`config.mk`:
```
export PLATFORM = sky130hd
export DESIGN_NAME = urx_receiver
export DESIGN_NICKNAME = d
export VERILOG_FILES = /design/src/urx_receiver.v
export VERILOG_INCLUDE_DIRS = /design/src
export SDC_FILE = /design/constraint.sdc
export NUM_CORES = 1
export LEC_CHECK = 0
export BUFFER_PORTS_ARGS = -buffer_cell sky130_fd_sc_hd__buf_2
export CELL_PAD_IN_SITES_DETAIL_PLACEMENT = 1
export CELL_PAD_IN_SITES_GLOBAL_PLACEMENT = 2
export CORE_MARGIN = 2
export CORE_UTILIZATION = 44
export DETAILED_ROUTE_END_ITERATION = 7
export HOLD_SLACK_MARGIN = 0.03
export PLACE_DENSITY = 0.95
export SKIP_LAST_GASP = 1
export SYNTH_ARGS = -nofsm -noshare
export SYNTH_HDL_FRONTEND = slang
export SYNTH_SLANG_ARGS = --single-unit
export TNS_END_PERCENT = 100
```
`constraint.sdc`:
```
create_clock -name clk -period 5.75 [get_ports clk]
set_clock_uncertainty 0.15 [all_clocks]
set_input_delay 0 -clock clk [delete_from_list [all_inputs] [get_ports clk]]
set_output_delay 0 -clock clk [all_outputs]
set_load 0.005 [all_outputs]
```
`src/urx_defs.vh`:
```
`ifndef URX_DEFS_VH
`define URX_DEFS_VH

// register addresses
`define URX_ADDR_STA 3'h0
`define URX_ADDR_CTB 3'h1
`define URX_ADDR_CFC 3'h2
`define URX_ADDR_DAT 3'h3
`define URX_ADDR_BAUD 3'h4

// status_register_a bits
`define URX_STA_RXC 7
`define URX_STA_FE 4
`define URX_STA_DOR 3
`define URX_STA_PE 2
`define URX_STA_DSPD 1

// control_register_b bits
`define URX_CTB_RECEIVE_COMPLETE_IRQ_ENABLE 7
`define URX_CTB_RECEIVE_ENABLE_BIT 4
`define URX_CTB_SZ2 2
`define URX_CTB_RX9 1
`define URX_CTB_TX9 0

// frame_config_register_c bits
`define URX_CFC_MODE_HI 7
`define URX_CFC_MODE_LO 6
`define URX_CFC_UPM1 5
`define URX_CFC_UPM0 4
`define URX_CFC_SBS 3
`define URX_CFC_SZ1 2
`define URX_CFC_SZ0 1

`define URX_MODE_SYNC 2'h1
`define URX_SZ_NINE 3'h7
`define URX_SZ_BASE 4'h5
`define URX_SZ_EIGHT 4'h8
`define URX_SZ_NINE_BITS 4'h9

// majority samples and bit length, normal and double speed
`define URX_N_V1 5'h08
`define URX_N_V2 5'h09
`define URX_N_V3 5'h0A
`define URX_N_LAST 5'h10
`define URX_D_V1 5'h04
`define URX_D_V2 5'h05
`define URX_D_V3 5'h06
`define URX_D_LAST 5'h08
`define URX_SAMP_FIRST 5'h01

// receive buffer entry fields
`define URX_ENT_PE 0
`define URX_ENT_DOR 1
`define URX_ENT_FE 2
`define URX_ENT_DLO 3
`define URX_ENT_DHI 10
`define URX_ENT_B8 11

// reset values
`define URX_RST_STA 1'b0
`define URX_RST_CTB 8'h00
`define URX_RST_CFC 8'h06
`define URX_RST_BAUD 8'h00

`endif

```
`src/urx_receiver.v`:
```
`timescale 1ns/1ps
`include "urx_defs.vh"

module urx_receiver #(
    parameter DEPTH = 2,
    parameter PTR_W = 1,
    parameter BAUD_W = 8
) (
    input wire clk,
    input wire rst_n,
    input wire [2:0] addr,
    input wire [7:0] wdata,
    input wire wr_en,
    input wire rd_en,
    output reg [7:0] rdata_reg,
    input wire serial_input_pin,
    input wire transfer_clock_pin,
    output reg pin_override_reg,
    output reg rx_complete_irq_reg
);

    localparam ST_IDLE = 3'd0;
    localparam ST_START = 3'd1;
    localparam ST_DATA = 3'd2;
    localparam ST_PAR = 3'd3;
    localparam ST_STOP = 3'd4;
    localparam [PTR_W:0] CNT_ONE = {{PTR_W{1'b0}}, 1'b1};
    localparam [PTR_W:0] CNT_FULL = DEPTH;

    // software visible control
    reg double_speed_reg;
    reg rx_irq_en_reg;
    reg receive_enable_bit_reg;
    reg size_hi_reg;
    reg transmit_ninth_bit_reg;
    reg [7:0] cfg_c_reg;
    reg [BAUD_W-1:0] baud_reg;

    // receive path
    reg [2:0] state_reg;
    reg [BAUD_W-1:0] presc_reg;
    reg [4:0] samp_reg;
    reg [1:0] vote_reg;
    reg [3:0] bit_cnt_reg;
    reg [8:0] shift_reg;
    reg par_acc_reg;
    reg par_err_reg;
    reg xck_prev_reg;

    // completed frame waiting for a free buffer slot
    reg pend_valid_reg;
    reg [8:0] pend_data_reg;
    reg pend_fe_reg;
    reg pend_pe_reg;
    reg overrun_reg;

    // receive buffer
    reg [11:0] fifo_mem [0:DEPTH-1];
    reg [PTR_W-1:0] wr_ptr_reg;
    reg [PTR_W-1:0] rd_ptr_reg;
    reg [PTR_W:0] count_reg;

    wire [1:0] mode = {cfg_c_reg[`URX_CFC_MODE_HI],
                       cfg_c_reg[`URX_CFC_MODE_LO]};
    wire sync_mode = (mode == `URX_MODE_SYNC);
    wire par_on = cfg_c_reg[`URX_CFC_UPM1];
    wire par_odd = cfg_c_reg[`URX_CFC_UPM0];
    wire [2:0] size = {size_hi_reg, cfg_c_reg[`URX_CFC_SZ1],
                       cfg_c_reg[`URX_CFC_SZ0]};

    reg [3:0] nbits;
    always @* begin
        if (size == `URX_SZ_NINE) begin
            nbits = `URX_SZ_NINE_BITS;
        end else if (size[2]) begin
            nbits = `URX_SZ_EIGHT;
        end else begin
            nbits = `URX_SZ_BASE + {2'b00, size[1:0]};
        end
    end

    wire [4:0] v1 = double_speed_reg ? `URX_D_V1 : `URX_N_V1;
    wire [4:0] v2 = double_speed_reg ? `URX_D_V2 : `URX_N_V2;
    wire [4:0] v3 = double_speed_reg ? `URX_D_V3 : `URX_N_V3;
    wire [4:0] last = double_speed_reg ? `URX_D_LAST : `URX_N_LAST;

    wire tick = (presc_reg == {BAUD_W{1'b0}});
    wire [4:0] samp_nx = (samp_reg == last) ? `URX_SAMP_FIRST :
                         samp_reg + 5'h01;
    wire rxd = serial_input_pin;
    wire maj = (vote_reg[0] & vote_reg[1]) | (vote_reg[0] & rxd) |
               (vote_reg[1] & rxd);
    wire xck_rise = transfer_clock_pin & ~xck_prev_reg;

    // one decided bit per bit period
    wire bit_evt = sync_mode ? xck_rise : (tick & (samp_nx == v3));
    wire bit_val = sync_mode ? rxd : maj;

    wire fifo_full = (count_reg == CNT_FULL);
    wire fifo_empty = (count_reg == {(PTR_W+1){1'b0}});
    wire push = pend_valid_reg & ~fifo_full;
    wire dat_rd = rd_en & (addr == `URX_ADDR_DAT);
    wire pop = dat_rd & ~fifo_empty;
    wire [11:0] head = fifo_mem[rd_ptr_reg];
    wire start_ok;
    wire enable = receive_enable_bit_reg;

    // start accepted: sync low on edge, or async centre majority low
    assign start_ok = sync_mode ?
                      (state_reg == ST_IDLE && xck_rise && !rxd) :
                      (state_reg == ST_START && bit_evt && !bit_val);

    // register writes
    always @(posedge clk or negedge rst_n) begin
        if (!rst_n) begin
            double_speed_reg <= `URX_RST_STA;
            rx_irq_en_reg <= 1'b0;
            receive_enable_bit_reg <= 1'b0;
            size_hi_reg <= 1'b0;
            transmit_ninth_bit_reg <= 1'b0;
            cfg_c_reg <= `URX_RST_CFC;
            baud_reg <= `URX_RST_BAUD;
        end else if (wr_en) begin
            case (addr)
                `URX_ADDR_STA: begin
                    double_speed_reg <= wdata[`URX_STA_DSPD];
                end
                `URX_ADDR_CTB: begin
                    rx_irq_en_reg <= wdata[`URX_CTB_RECEIVE_COMPLETE_IRQ_ENABLE];
                    receive_enable_bit_reg <= wdata[`URX_CTB_RECEIVE_ENABLE_BIT];
                    size_hi_reg <= wdata[`URX_CTB_SZ2];
                    transmit_ninth_bit_reg <= wdata[`URX_CTB_TX9];
                end
                `URX_ADDR_CFC: begin
                    cfg_c_reg <= wdata;
                end
                `URX_ADDR_BAUD: begin
                    baud_reg <= wdata[BAUD_W-1:0];
                end
                default: begin
                    cfg_c_reg <= cfg_c_reg;
                end
            endcase
        end
    end

    // sample-rate prescaler and edge detect
    always @(posedge clk or negedge rst_n) begin
        if (!rst_n) begin
            presc_reg <= {BAUD_W{1'b0}};
            xck_prev_reg <= 1'b0;
        end else begin
            xck_prev_reg <= transfer_clock_pin;
            if (!enable || tick) begin
                presc_reg <= baud_reg;
            end else begin
                presc_reg <= presc_reg - {{(BAUD_W-1){1'b0}}, 1'b1};
            end
        end
    end

    // receive state machine
    always @(posedge clk or negedge rst_n) begin
        if (!rst_n) begin
            state_reg <= ST_IDLE;
            samp_reg <= 5'h00;
            vote_reg <= 2'b00;
            bit_cnt_reg <= 4'h0;
            shift_reg <= 9'h000;
            par_acc_reg <= 1'b0;
            par_err_reg <= 1'b0;
            pend_valid_reg <= 1'b0;
            pend_data_reg <= 9'h000;
            pend_fe_reg <= 1'b0;
            pend_pe_reg <= 1'b0;
            overrun_reg <= 1'b0;
        end else if (!enable) begin
            state_reg <= ST_IDLE;
            samp_reg <= 5'h00;
            pend_valid_reg <= 1'b0;
            overrun_reg <= 1'b0;
        end else begin
            if (tick) begin
                samp_reg <= samp_nx;
                if (samp_nx == v1) begin
                    vote_reg[0] <= rxd;
                end
                if (samp_nx == v2) begin
                    vote_reg[1] <= rxd;
                end
            end
            if (push) begin
                pend_valid_reg <= 1'b0;
                overrun_reg <= 1'b0;
            end
            if (start_ok && pend_valid_reg && fifo_full) begin
                overrun_reg <= 1'b1;
                pend_valid_reg <= 1'b0;
            end
            if (start_ok) begin
                state_reg <= ST_DATA;
                bit_cnt_reg <= 4'h0;
                shift_reg <= 9'h000;
                par_acc_reg <= 1'b0;
                par_err_reg <= 1'b0;
            end else begin
                case (state_reg)
                    ST_IDLE: begin
                        if (!sync_mode && tick && !rxd) begin
                            state_reg <= ST_START;
                            samp_reg <= `URX_SAMP_FIRST;
                        end
                    end
                    ST_START: begin
                        if (bit_evt) begin
                            state_reg <= ST_IDLE;
                        end
                    end
                    ST_DATA: begin
                        if (bit_evt) begin
                            shift_reg[bit_cnt_reg] <= bit_val;
                            par_acc_reg <= par_acc_reg ^ bit_val;
                            bit_cnt_reg <= bit_cnt_reg + 4'h1;
                            if (bit_cnt_reg == nbits - 4'h1) begin
                                state_reg <= par_on ? ST_PAR : ST_STOP;
                            end
                        end
                    end
                    ST_PAR: begin
                        if (bit_evt) begin
                            // even when low, odd when high
                            par_err_reg <= par_acc_reg ^ bit_val ^ par_odd;
                            state_reg <= ST_STOP;
                        end
                    end
                    ST_STOP: begin
                        if (bit_evt) begin
                            state_reg <= ST_IDLE;
                            pend_valid_reg <= 1'b1;
                            pend_data_reg <= shift_reg;
                            pend_fe_reg <= ~bit_val;
                            pend_pe_reg <= par_on & par_err_reg;
                        end
                    end
                    default: begin
                        state_reg <= ST_IDLE;
                    end
                endcase
            end
        end
    end

    // receive buffer
    always @(posedge clk or negedge rst_n) begin
        if (!rst_n) begin
            wr_ptr_reg <= {PTR_W{1'b0}};
            rd_ptr_reg <= {PTR_W{1'b0}};
            count_reg <= {(PTR_W+1){1'b0}};
        end else if (!enable) begin
            wr_ptr_reg <= {PTR_W{1'b0}};
            rd_ptr_reg <= {PTR_W{1'b0}};
            count_reg <= {(PTR_W+1){1'b0}};
        end else begin
            if (push) begin
                wr_ptr_reg <= wr_ptr_reg + CNT_ONE[PTR_W-1:0];
            end
            if (pop) begin
                rd_ptr_reg <= rd_ptr_reg + CNT_ONE[PTR_W-1:0];
            end
            if (push && !pop) begin
                count_reg <= count_reg + CNT_ONE;
            end else if (pop && !push) begin
                count_reg <= count_reg - CNT_ONE;
            end
        end
    end

    genvar gi;
    generate
        for (gi = 0; gi < DEPTH; gi = gi + 1) begin : g_entry
            always @(posedge clk or negedge rst_n) begin
                if (!rst_n) begin
                    fifo_mem[gi] <= 12'h000;
                end else if (push && wr_ptr_reg == gi) begin
                    fifo_mem[gi] <= {pend_data_reg, pend_fe_reg,
                                     overrun_reg, pend_pe_reg};
                end
            end
        end
    endgenerate

    // read data, answered one cycle after the strobe
    reg [7:0] rd_mux;
    always @* begin
        rd_mux = 8'h00;
        case (addr)
            `URX_ADDR_STA: begin
                rd_mux[`URX_STA_RXC] = ~fifo_empty;
                rd_mux[`URX_STA_FE] = ~fifo_empty & head[`URX_ENT_FE];
                rd_mux[`URX_STA_DOR] = ~fifo_empty & head[`URX_ENT_DOR];
                rd_mux[`URX_STA_PE] = ~fifo_empty & head[`URX_ENT_PE] &
                                      par_on;
                rd_mux[`URX_STA_DSPD] = double_speed_reg;
            end
            `URX_ADDR_CTB: begin
                rd_mux[`URX_CTB_RECEIVE_COMPLETE_IRQ_ENABLE] = rx_irq_en_reg;
                rd_mux[`URX_CTB_RECEIVE_ENABLE_BIT] = receive_enable_bit_reg;
                rd_mux[`URX_CTB_SZ2] = size_hi_reg;
                rd_mux[`URX_CTB_RX9] = ~fifo_empty & head[`URX_ENT_B8];
                rd_mux[`URX_CTB_TX9] = transmit_ninth_bit_reg;
            end
            `URX_ADDR_CFC: begin
                rd_mux = cfg_c_reg;
            end
            `URX_ADDR_DAT: begin
                rd_mux = fifo_empty ? 8'h00 :
                         head[`URX_ENT_DHI:`URX_ENT_DLO];
            end
            `URX_ADDR_BAUD: begin
                rd_mux[BAUD_W-1:0] = baud_reg;
            end
            default: begin
                rd_mux = 8'h00;
            end
        endcase
    end

    always @(posedge clk or negedge rst_n) begin
        if (!rst_n) begin
            rdata_reg <= 8'h00;
            pin_override_reg <= 1'b0;
            rx_complete_irq_reg <= 1'b0;
        end else begin
            rdata_reg <= rd_en ? rd_mux : 8'h00;
            pin_override_reg <= enable;
            rx_complete_irq_reg <= rx_irq_en_reg & enable &
                                   (push | (~fifo_empty &
                                    ~(pop && count_reg ==
                                      {{PTR_W{1'b0}}, 1'b1})));
        end
    end

endmodule // urx_receiver

```
==> results.json, run 1 <==
{
  "gp_congestion": 0.783,
  "cts_sinks": 106,
  "ff2ff_path_depth": 9,
  "cp_data_required_time_ps": 5840,
  "htree_num_levels": 3,
  "netlist_instances": 509,
  "switching_share": 0.302,
  "cts-root-buf": "clkbuf_16",
  "grtUsageTotal": 0.214,
  "arrival_ps": 3580,
  "status": "finished clean",
  "post-route-period-util": 0.607,
  "fillCellCount": 1307,
  "hpwl_um": 9640,
  "ys_types": 58,
  "final_area_mm2": 0.00609,
  "dpl_cell_area_mm2": 0.00565,
  "syn2layout_area_growth_pct": 12.2,
  "worstMarginPinSlew_ps": 1350,
  "tritoncts": "yes",
  "synth_area_mm2": 0.00543,
  "crit_path_end_kind": "flop",
  "cts_inserted_buffers": 9,
  "grt_pass1_wl_um": 21900,
  "ys_async_sr_fraction": 1.00,
  "grt.overflow.total": 0,
  "die_x_um": 115,
  "largest_reg_flops": 24,
  "layout-drive-gt1-share": 0.200,
  "maxCapViolCount": 0,
  "intPower_mw": 1.35,
  "clockBufferDepth": 2,
  "synth-main-ff-cell": "dfrtp_1",
  "final_hold_viol_count": 0,
  "antenna_found_initial": 0,
  "critPathMaxFanout": 14,
  "wl_per_cell_um": 19.3,
  "ys_seq_area_frac": 0.489,
  "p_sw_uw": 587,
  "die_y_um": 115,
  "drc": 0,
  "drtAntennaViolNets": 0,
  "min_period_ps": 3490,
  "ys_warn_count": 0,
  "ys_seq_elements": 106,
  "insertion_delay_ps": 350,
  "grt_start_max_net_pins": 60,
  "power_frac_seq": 0.487,
  "instances_no_fill": 688,
  "syn-num-nets": 540,
  "antenna_cells": 0,
  "seqCellArea_mm2": 0.00266,
  "avgSynthCellArea_um2": 10.7,
  "ir_worst_vdd_uv": 142,
  "vias": 3932,
  "viasPerCell": 5.72,
  "start_kind": "flop",
  "io_pins": 27,
  "p_clk_frac": 0.317,
  "multi_input_area_mm2": 0.00261,
  "power.leakage_nw": 2.75,
  "drt-initial-drc-count": 155,
  "dp_cells": 658,
  "core-area_mm2": 0.0120,
  "rsz0062_at_grt": "no",
  "drt-total-wl_um": 13300,
  "power_density_mw_per_mm2": 319,
  "fmax_mhz": 287,
  "p_comb_frac": 0.196,
  "post_cts_buffers": 0,
  "layout.nets": 567,
  "slew_viol_final": 0,
  "io_buffers": 26,
  "setup_violations": 0,
  "hold_class": "in -> async",
  "path_clk_slew_ps": 70,
  "synth_edf_count": 0,
  "holdWs_ps": 52.8,
  "drt_first_pass_iters": 4,
  "row_count": 40,
  "grt_pass1_vias": 4189,
  "place_ws_ps": 2270,
  "dieArea_mm2": 0.0132,
  "fin_ws_ps": 2260,
  "tns_ps": 0,
  "crit_type": "reg -> reg",
  "start_util": 0.452,
  "slew_headroom": 0.0951
}
-- cells by family (layout without fill, tap and decap cells) --
| group | count (synthesis) | in the layout | share of synthesized area |
|---|---|---|---|
| AND/OR/NAND/NOR | 156 | 156 | 0.147 |
| flip-flops | 106 | 106 | 0.489 |
| AO/OA/AOI/OAI | 96 | 96 | 0.113 |
| multiplexers | 74 | 74 | 0.150 |
| buffers and inverters | 41 | 73 | 0.0297 |
| XOR/XNOR | 21 | 21 | 0.0364 |
| adder cells (fa/ha/maj) | 15 | 15 | 0.0341 |
-- area by class of cell --
type	count	share of cell area
Tap cell	147	0.0302
Inverter	16	0.00987
Multi-Input combinational cell	362	0.429
Timing Repair Buffer	41	0.0460
Clock inverter	5	0.00904
Sequential cell	106	0.436
Clock buffer	11	0.0399
-- Yosys cell counts (6+ instances only) --
cell,instances,area [um^2]
clkbuf_1,17,63.8
nor2_1,33,124
nand2b_1,9,56.3
mux2_2,58,653
nor2b_1,10,62.6
ha_1,14,175
xor2_1,7,61.3
nand2_1,43,161
a22oi_1,6,45.0
a21oi_1,28,140
buf_2,6,30.0
inv_1,15,56.3
mux2i_1,16,160
and3_1,8,50.1
xnor2_1,13,114
nand3_1,13,65.1
dfrtp_1,104,2600
nor3_1,9,45.0
o21ai_0,24,120
-- per-layer routing --
layer  GRT usage  share of wire  vias to the layer above  routed length, um
li1            -              -                     1866                  -
met1       0.281           0.46                     2002               6140
met2       0.366           0.51                       55               6710
met3      0.0427          0.023                        9                302
met4      0.0490         0.0083                        0                110
met5           0              0                        -                  0
-- through the flow --
stage | total power, mW | utilization
after floorplan | 1.20 | -
after global placement | 1.30 | 0.470
after detailed placement | 1.33 | 0.470
after CTS | 1.96 | 0.507
after global routing | 2.04 | 0.507
final | 1.94 | 0.507
-- placed cells by master, fill, tap and decap left out, types with 4 or more instances in the layout --
master	instances
nor2b_1	10
inv_1	15
ha_1	14
nand2_1	43
a22oi_1	6
a21oi_1	28
clkbuf_16	9
o21ai_0	24
or3_1	4
mux2_2	58
dfrtp_1	104
buf_2	25
dlygate4sd3_1	14
or4_1	4
xor2_1	7
xnor2_1	13
nor2_1	33
nand3_1	13
and3_1	8
mux2i_1	16
nor3_1	9
nand2b_1	9
o21a_1	4
o31ai_1	4
-- critical path, stage by stage (launching register included) --
cell and delay [ps]:
dfrtp_1 470, inv_1 70, ha_1 250, nor4bb_1 160, o32a_1 340, a211oi_2 280, nand3_1 180, a21oi_1 930
nor2_1 180, a211o_1 350
-- worst paths after layout --
check,startpoint,endpoint,slack [ps]
setup / recovery,samp_reg[0],par_acc_reg,2260
hold / removal,rst_n,presc_reg[5],50
setup reg to reg,samp_reg[0],par_acc_reg,2260
hold reg to reg,fifo_mem[0],fifo_mem[0],340
max in group asynchronous,rst_n,pend_data_reg[5],4240
min in group clk,wr_en,double_speed_reg,60
-- what timing repair did --
action,4_1_cts,5_1_grt
hold buffers,14,0
hold endpoints to repair,80,0
gates resized for setup,0,0
setup endpoints to repair,0,0
-- power by group through the flow --
stage / Clock, mW / Sequential [mW] / Combinational [mW]
6_report: 0.615 / 0.944 / 0.381
5_1_grt: 0.661 / 0.957 / 0.427
4_1_cts: 0.633 / 0.944 / 0.381
3_5_place_dp: 0 / 0.956 / 0.369
3_3_place_gp: 0 / 0.949 / 0.348
2_1_floorplan: 0 / 0.898 / 0.297
No activity file was read; power rests on OpenSTA's default activity.
==> run 2, diff against run 1 <==
Settings changed: CORE_UTILIZATION 44 to 41, PLACE_DENSITY 0.95 to 0.91.
Clock period 5.75 ns to 3.5 ns, I/O delays scaled along.
==> run 2 against run 1 <==
  * Largest power group unchanged
  * Worst setup slack got worse by 1900 ps
  * Non-clock buffer count rose by 7
  * Critical endpoint is now pend_data_reg[2]
  * Highest routed layer unchanged
  * Clock-buffer cell count fell by 1
  * Via count rose by 3.3%
==> results.json, run 2 (synthesis results as in run 1) <==
{
  "status": "finished clean",
  "start_kind": "flop",
  "cts-root-buf": "clkbuf_16",
  "crit_start": "samp_reg[0]",
  "tritoncts": "yes",
  "htree_num_levels": 3,
  "drt_first_pass_iters": 4,
  "syn2layout_area_growth_pct": 13.5,
  "layout.nets": 574,
  "slew_headroom": 0.351,
  "grt_pass1_wl_um": 23400,
  "core-area_mm2": 0.0131,
  "holdWs_ps": 71.0,
  "critPathSlowestCell": "dfrtp_1",
  "layout-drive-gt1-share": 0.208,
  "slew_viol_final": 0,
  "largest_reg_flops": 24,
  "instances_no_fill": 724,
  "place_ws_ps": 383,
  "tns_ps": 0,
  "postCtsResizedCells": 0,
  "ir_worst_vdd_uv": 230,
  "critPathMaxFanout": 12,
  "wl_per_cell_um": 19.4,
  "io_pins": 27,
  "power_density_mw_per_mm2": 515,
  "r2r_end": "pend_data_reg[2]",
  "arrival_ps": 3220,
  "die_x_um": 119,
  "setup_violations": 0,
  "vias": 4060,
  "fillCellCount": 1423,
  "cts_inserted_buffers": 9,
  "post_cts_buffers": 0,
  "post-route-period-util": 0.895,
  "dieArea_mm2": 0.0142,
  "final_common_cell": "dfrtp_1",
  "hpwl_um": 9950,
  "die_y_um": 119,
  "fmax_mhz": 319,
  "drc": 0,
  "io_buffers": 26,
  "row_count": 42,
  "crit_path_cell_trace": "inv_1 -> ha_1 -> nor4bb_1 -> o32a_1 -> a211oi_2 -> a21oi_1 -> nor2_1 -> nand3_1 -> mux2_2",
  "ff2ff_setup_slack_ps": 370,
  "grt_pass1_vias": 4400,
  "worst-path-stages": 9,
  "cp-endpoint": "pend_data_reg[2]",
  "antenna_cells": 0,
  "final_hold_viol_count": 0,
  "final_cell_mix": "dfrtp_1 (104), mux2_2 (58), nand2_1 (43), nor2_1 (33), a21oi_1 (28)",
  "antenna_found_initial": 0,
  "insertion_delay_ps": 360,
  "cts_hold_buf": 15,
  "crit_type": "reg -> reg",
  "grt.overflow.total": 0,
  "worstMarginPinSlew_ps": 974,
  "hold_class": "in -> reg",
  "rsz0062_at_grt": "no",
  "grt_start_max_net_pins": 77,
  "gp_congestion": 0.821,
  "clockBufferDepth": 2,
  "post-route-util": 0.471,
  "drt-initial-drc-count": 212,
  "ff2ff_path_depth": 9,
  "min_period_ps": 3130,
  "cts_sinks": 106,
  "crit_path_end_kind": "flop",
  "drt-total-wl_um": 14100,
  "viasPerCell": 5.61,
  "dp_cells": 693,
  "drtAntennaViolNets": 0,
  "timing.rr.start": "samp_reg[0]",
  "cpLargestDelayFamily": "compound AO/OA/AOI/OAI gates",
  "dpl_cell_area_mm2": 0.00573,
  "maxCapViolCount": 0,
  "power.leakage_nw": 2.78,
  "path_clk_slew_ps": 70,
  "total_power_mw": 3.17,
  "max_stage_delay_ps": 490,
  "grtUsageTotal": 0.211,
  "start_util": 0.415,
  "fin_ws_ps": 368,
  "final_area_mm2": 0.00616,
  "path_buf_inv": 1,
  "cp_data_required_time_ps": 3590
}
[run 2: area by class of cell]
class	instances	area, um^2	share of cell area
flip-flops and latches	106	2660	0.431
multi-input cells	362	2610	0.424
repair buffers	48	335	0.0544
clock buffers	10	229	0.0372
well taps	176	220	0.0358
inverters	16	60.1	0.00975
clock inverters	6	48.8	0.00792
[run 2: worst min path at each step]
stage / startpoint / end / slack [ps] / cells after the start
4_1_cts: addr[1] / rdata_reg[1] / 60 / 3
5_1_grt: addr[1] / rdata_reg[1] / 90 / 3
3_5_place_dp: transfer_clock_pin / xck_prev_reg / -20 / 1
2_1_floorplan: rst_n / baud_reg[0] / -450 / 0
3_3_place_gp: transfer_clock_pin / xck_prev_reg / -20 / 1
6_report: addr[1] / rdata_reg[1] / 70 / 3
[run 2: power breakdown]
| part | switching (mW) | leakage [nW] | internal [mW] | total [mW] |
|---|---|---|---|---|
| Sequential | 0.181 | 1.40 | 1.36 | 1.54 |
| Clock | 0.481 | 0.137 | 0.494 | 0.975 |
| Combinational | 0.356 | 1.24 | 0.297 | 0.652 |
| Total | 1.02 | 2.78 | 2.15 | 3.17 |
[run 2: layer usage]
metal	vias to the layer above	part of all wire	global-route usage
met5	-	0	0
met4	0	0.021	0.0670
met3	22	0.032	0.0393
met2	72	0.51	0.369
met1	2079	0.44	0.263
li1	1887	-	-
[run 2: worst reg2reg max path: cells and delay by family (launching register included)]
| kind | cells | cell delay, ps |
|---|---|---|
| DFF | 1 | 490 |
| adders and majority gates | 1 | 260 |
| buffers and inverters | 1 | 80 |
| AOI/OAI and AO/OA | 3 | 840 |
| muxes | 1 | 450 |
| and+or+nand+nor | 3 | 760 |
==> run 3, diff against run 2 <==
Settings changed: CORE_ASPECT_RATIO set to 0.7, RECOVER_POWER set to 25.
==> run 3 against run 2 <==
  * The flow now finishes with violations (max-capacitance violations, max-slew violations)
  * First-iteration DRC count increased by 5.2%
  * Die area increased by 0.11%
  * Clock power decreased by 3.2%
  * Register-to-register slack improved by 20 ps
  * Sequential power about the same
  * Clock-buffer cell count increased by 1
  * Critical path depth unchanged
  * Largest cell class unchanged
  * Highest routed layer unchanged
==> results.json, run 3 (synthesis results as in run 1) <==
{
  "status": "finished with violations",
  "violations": "max-capacitance violations, max-slew violations",
  "io_buffers": 26,
  "drt-total-wl_um": 13700,
  "power_frac_seq": 0.494,
  "hold_class": "in -> reg",
  "final_common_cell": "dfrtp_1",
  "ff2ff_path_depth": 9,
  "final_cell_mix": "dfrtp_1 (104), mux2_2 (58), nand2_1 (43), nor2_1 (33), a21oi_1 (28)",
  "viasPerCell": 5.59,
  "intPower_mw": 2.15,
  "cts_inserted_buffers": 9,
  "setup_violations": 0,
  "final_area_mm2": 0.00613,
  "cp_data_required_time_ps": 3580,
  "fillCellCount": 1425,
  "antenna_found_initial": 0,
  "maxCapViolCount": 1,
  "start_util": 0.416,
  "slew_headroom": -0.355,
  "seqCellArea_mm2": 0.00266,
  "core-area_mm2": 0.0131,
  "gp_congestion": 0.821,
  "row_count": 35,
  "fmax_mhz": 322,
  "clockBufferDepth": 2,
  "min_period_ps": 3110,
  "crit_path_end_kind": "flop",
  "p_clk_frac": 0.302,
  "drc": 0,
  "wl_per_cell_um": 19.2,
  "path_clk_slew_ps": 70,
  "die_y_um": 100,
  "tritoncts": "yes",
  "ir_worst_vdd_uv": 251,
  "tns_ps": 0,
  "crit_type": "reg -> reg",
  "rsz0062_at_grt": "no",
  "arrival_ps": 3190,
  "start_kind": "flop",
  "holdWs_ps": 74.2,
  "multi_input_area_mm2": 0.00261,
  "largest_reg_flops": 24,
  "cts-root-buf": "clkbuf_16",
  "switching_share": 0.311,
  "antenna_cells": 0,
  "drt-initial-drc-count": 223,
  "p_sw_uw": 971,
  "cts_sinks": 106,
  "htree_num_levels": 3,
  "hpwl_um": 9970,
  "power_density_mw_per_mm2": 510,
  "drt_first_pass_iters": 4,
  "critPathMaxFanout": 12,
  "grt_pass1_wl_um": 22700,
  "hold_path_depth": 3,
  "vias": 3994,
  "layout-drive-gt1-share": 0.197,
  "power.leakage_nw": 2.76,
  "p_comb_frac": 0.204,
  "post-route-period-util": 0.888,
  "drtAntennaViolNets": 0,
  "syn2layout_area_growth_pct": 13.0,
  "worstMarginPinSlew_ps": 2030,
  "layout.nets": 575,
  "grt.overflow.total": 0,
  "slew_viol_final": 83,
  "grtUsageTotal": 0.208,
  "io_pins": 27,
  "grt_start_max_net_pins": 83,
  "insertion_delay_ps": 350,
  "postCtsResizedCells": 0,
  "grt_pass1_vias": 4228,
  "die_x_um": 142,
  "dpl_cell_area_mm2": 0.00573,
  "dieArea_mm2": 0.0142,
  "final_hold_viol_count": 0
}
run 3: path summary, 6_finish.rpt:
check | from | end | slack, ps
min in group asynchronous | rst_n | baud_reg[3] | 610
setup reg to reg | samp_reg[1] | pend_data_reg[1] | 390
setup / recovery | samp_reg[1] | pend_data_reg[1] | 390
hold reg to reg | fifo_mem[0] | fifo_mem[0] | 330
hold / removal | addr[1] | rdata_reg[4] | 70
max in group asynchronous | rst_n | fifo_mem[1] | 1290
run 3: routing by layer:
| metal | up-vias | GRT usage | part of all wire |
|---|---|---|---|
| met5 | - | 0 | 0 |
| li1 | 1881 | - | - |
| met3 | 10 | 0.0358 | 0.038 |
| met1 | 2047 | 0.304 | 0.50 |
| met2 | 56 | 0.323 | 0.45 |
| met4 | 0 | 0.0492 | 0.0079 |
run 3: per-stage QoR:
step	setup WS, ps	instances	total power, mW	util
global route	217	714	3.30	0.470
global placement	591	684	2.15	0.439
detailed placement	451	684	2.19	0.439
finish	392	714	3.12	0.470
floorplan	901	509	1.96	-
CTS	398	714	3.16	0.471
run 3: final cells by class:
class,count,share of cell area
sequential,106,0.433
clock inverter,4,0.00428
tap,166,0.0339
multi-input combinational,362,0.426
timing repair buffer,49,0.0539
clock buffer,11,0.0396
inverter,16,0.00979
run 3: critical path, cell delays in order, from the launching register on:
cell      delay, ps
dfrtp_1         460
inv_1           110
ha_1            240
nor4bb_1        160
o32a_1          350
a211oi_2        290
a21oi_1         190
nor2_1          170
nand3_1         420
mux2_2          440
run 3: timing repair:
item	CTS	global route
buffers inserted	0	0
hold buffers	15	0
hold endpoints to repair	112	0
run 3: power groups by stage:
| stage | registers [mW] | logic (mW) | clock network [mW] |
|---|---|---|---|
| global route | 1.57 | 0.720 | 1.01 |
| global placement | 1.55 | 0.597 | 0 |
| floorplan | 1.47 | 0.488 | 0 |
| detailed placement | 1.56 | 0.628 | 0 |
| CTS | 1.54 | 0.647 | 0.974 |
| finish | 1.54 | 0.636 | 0.944 |
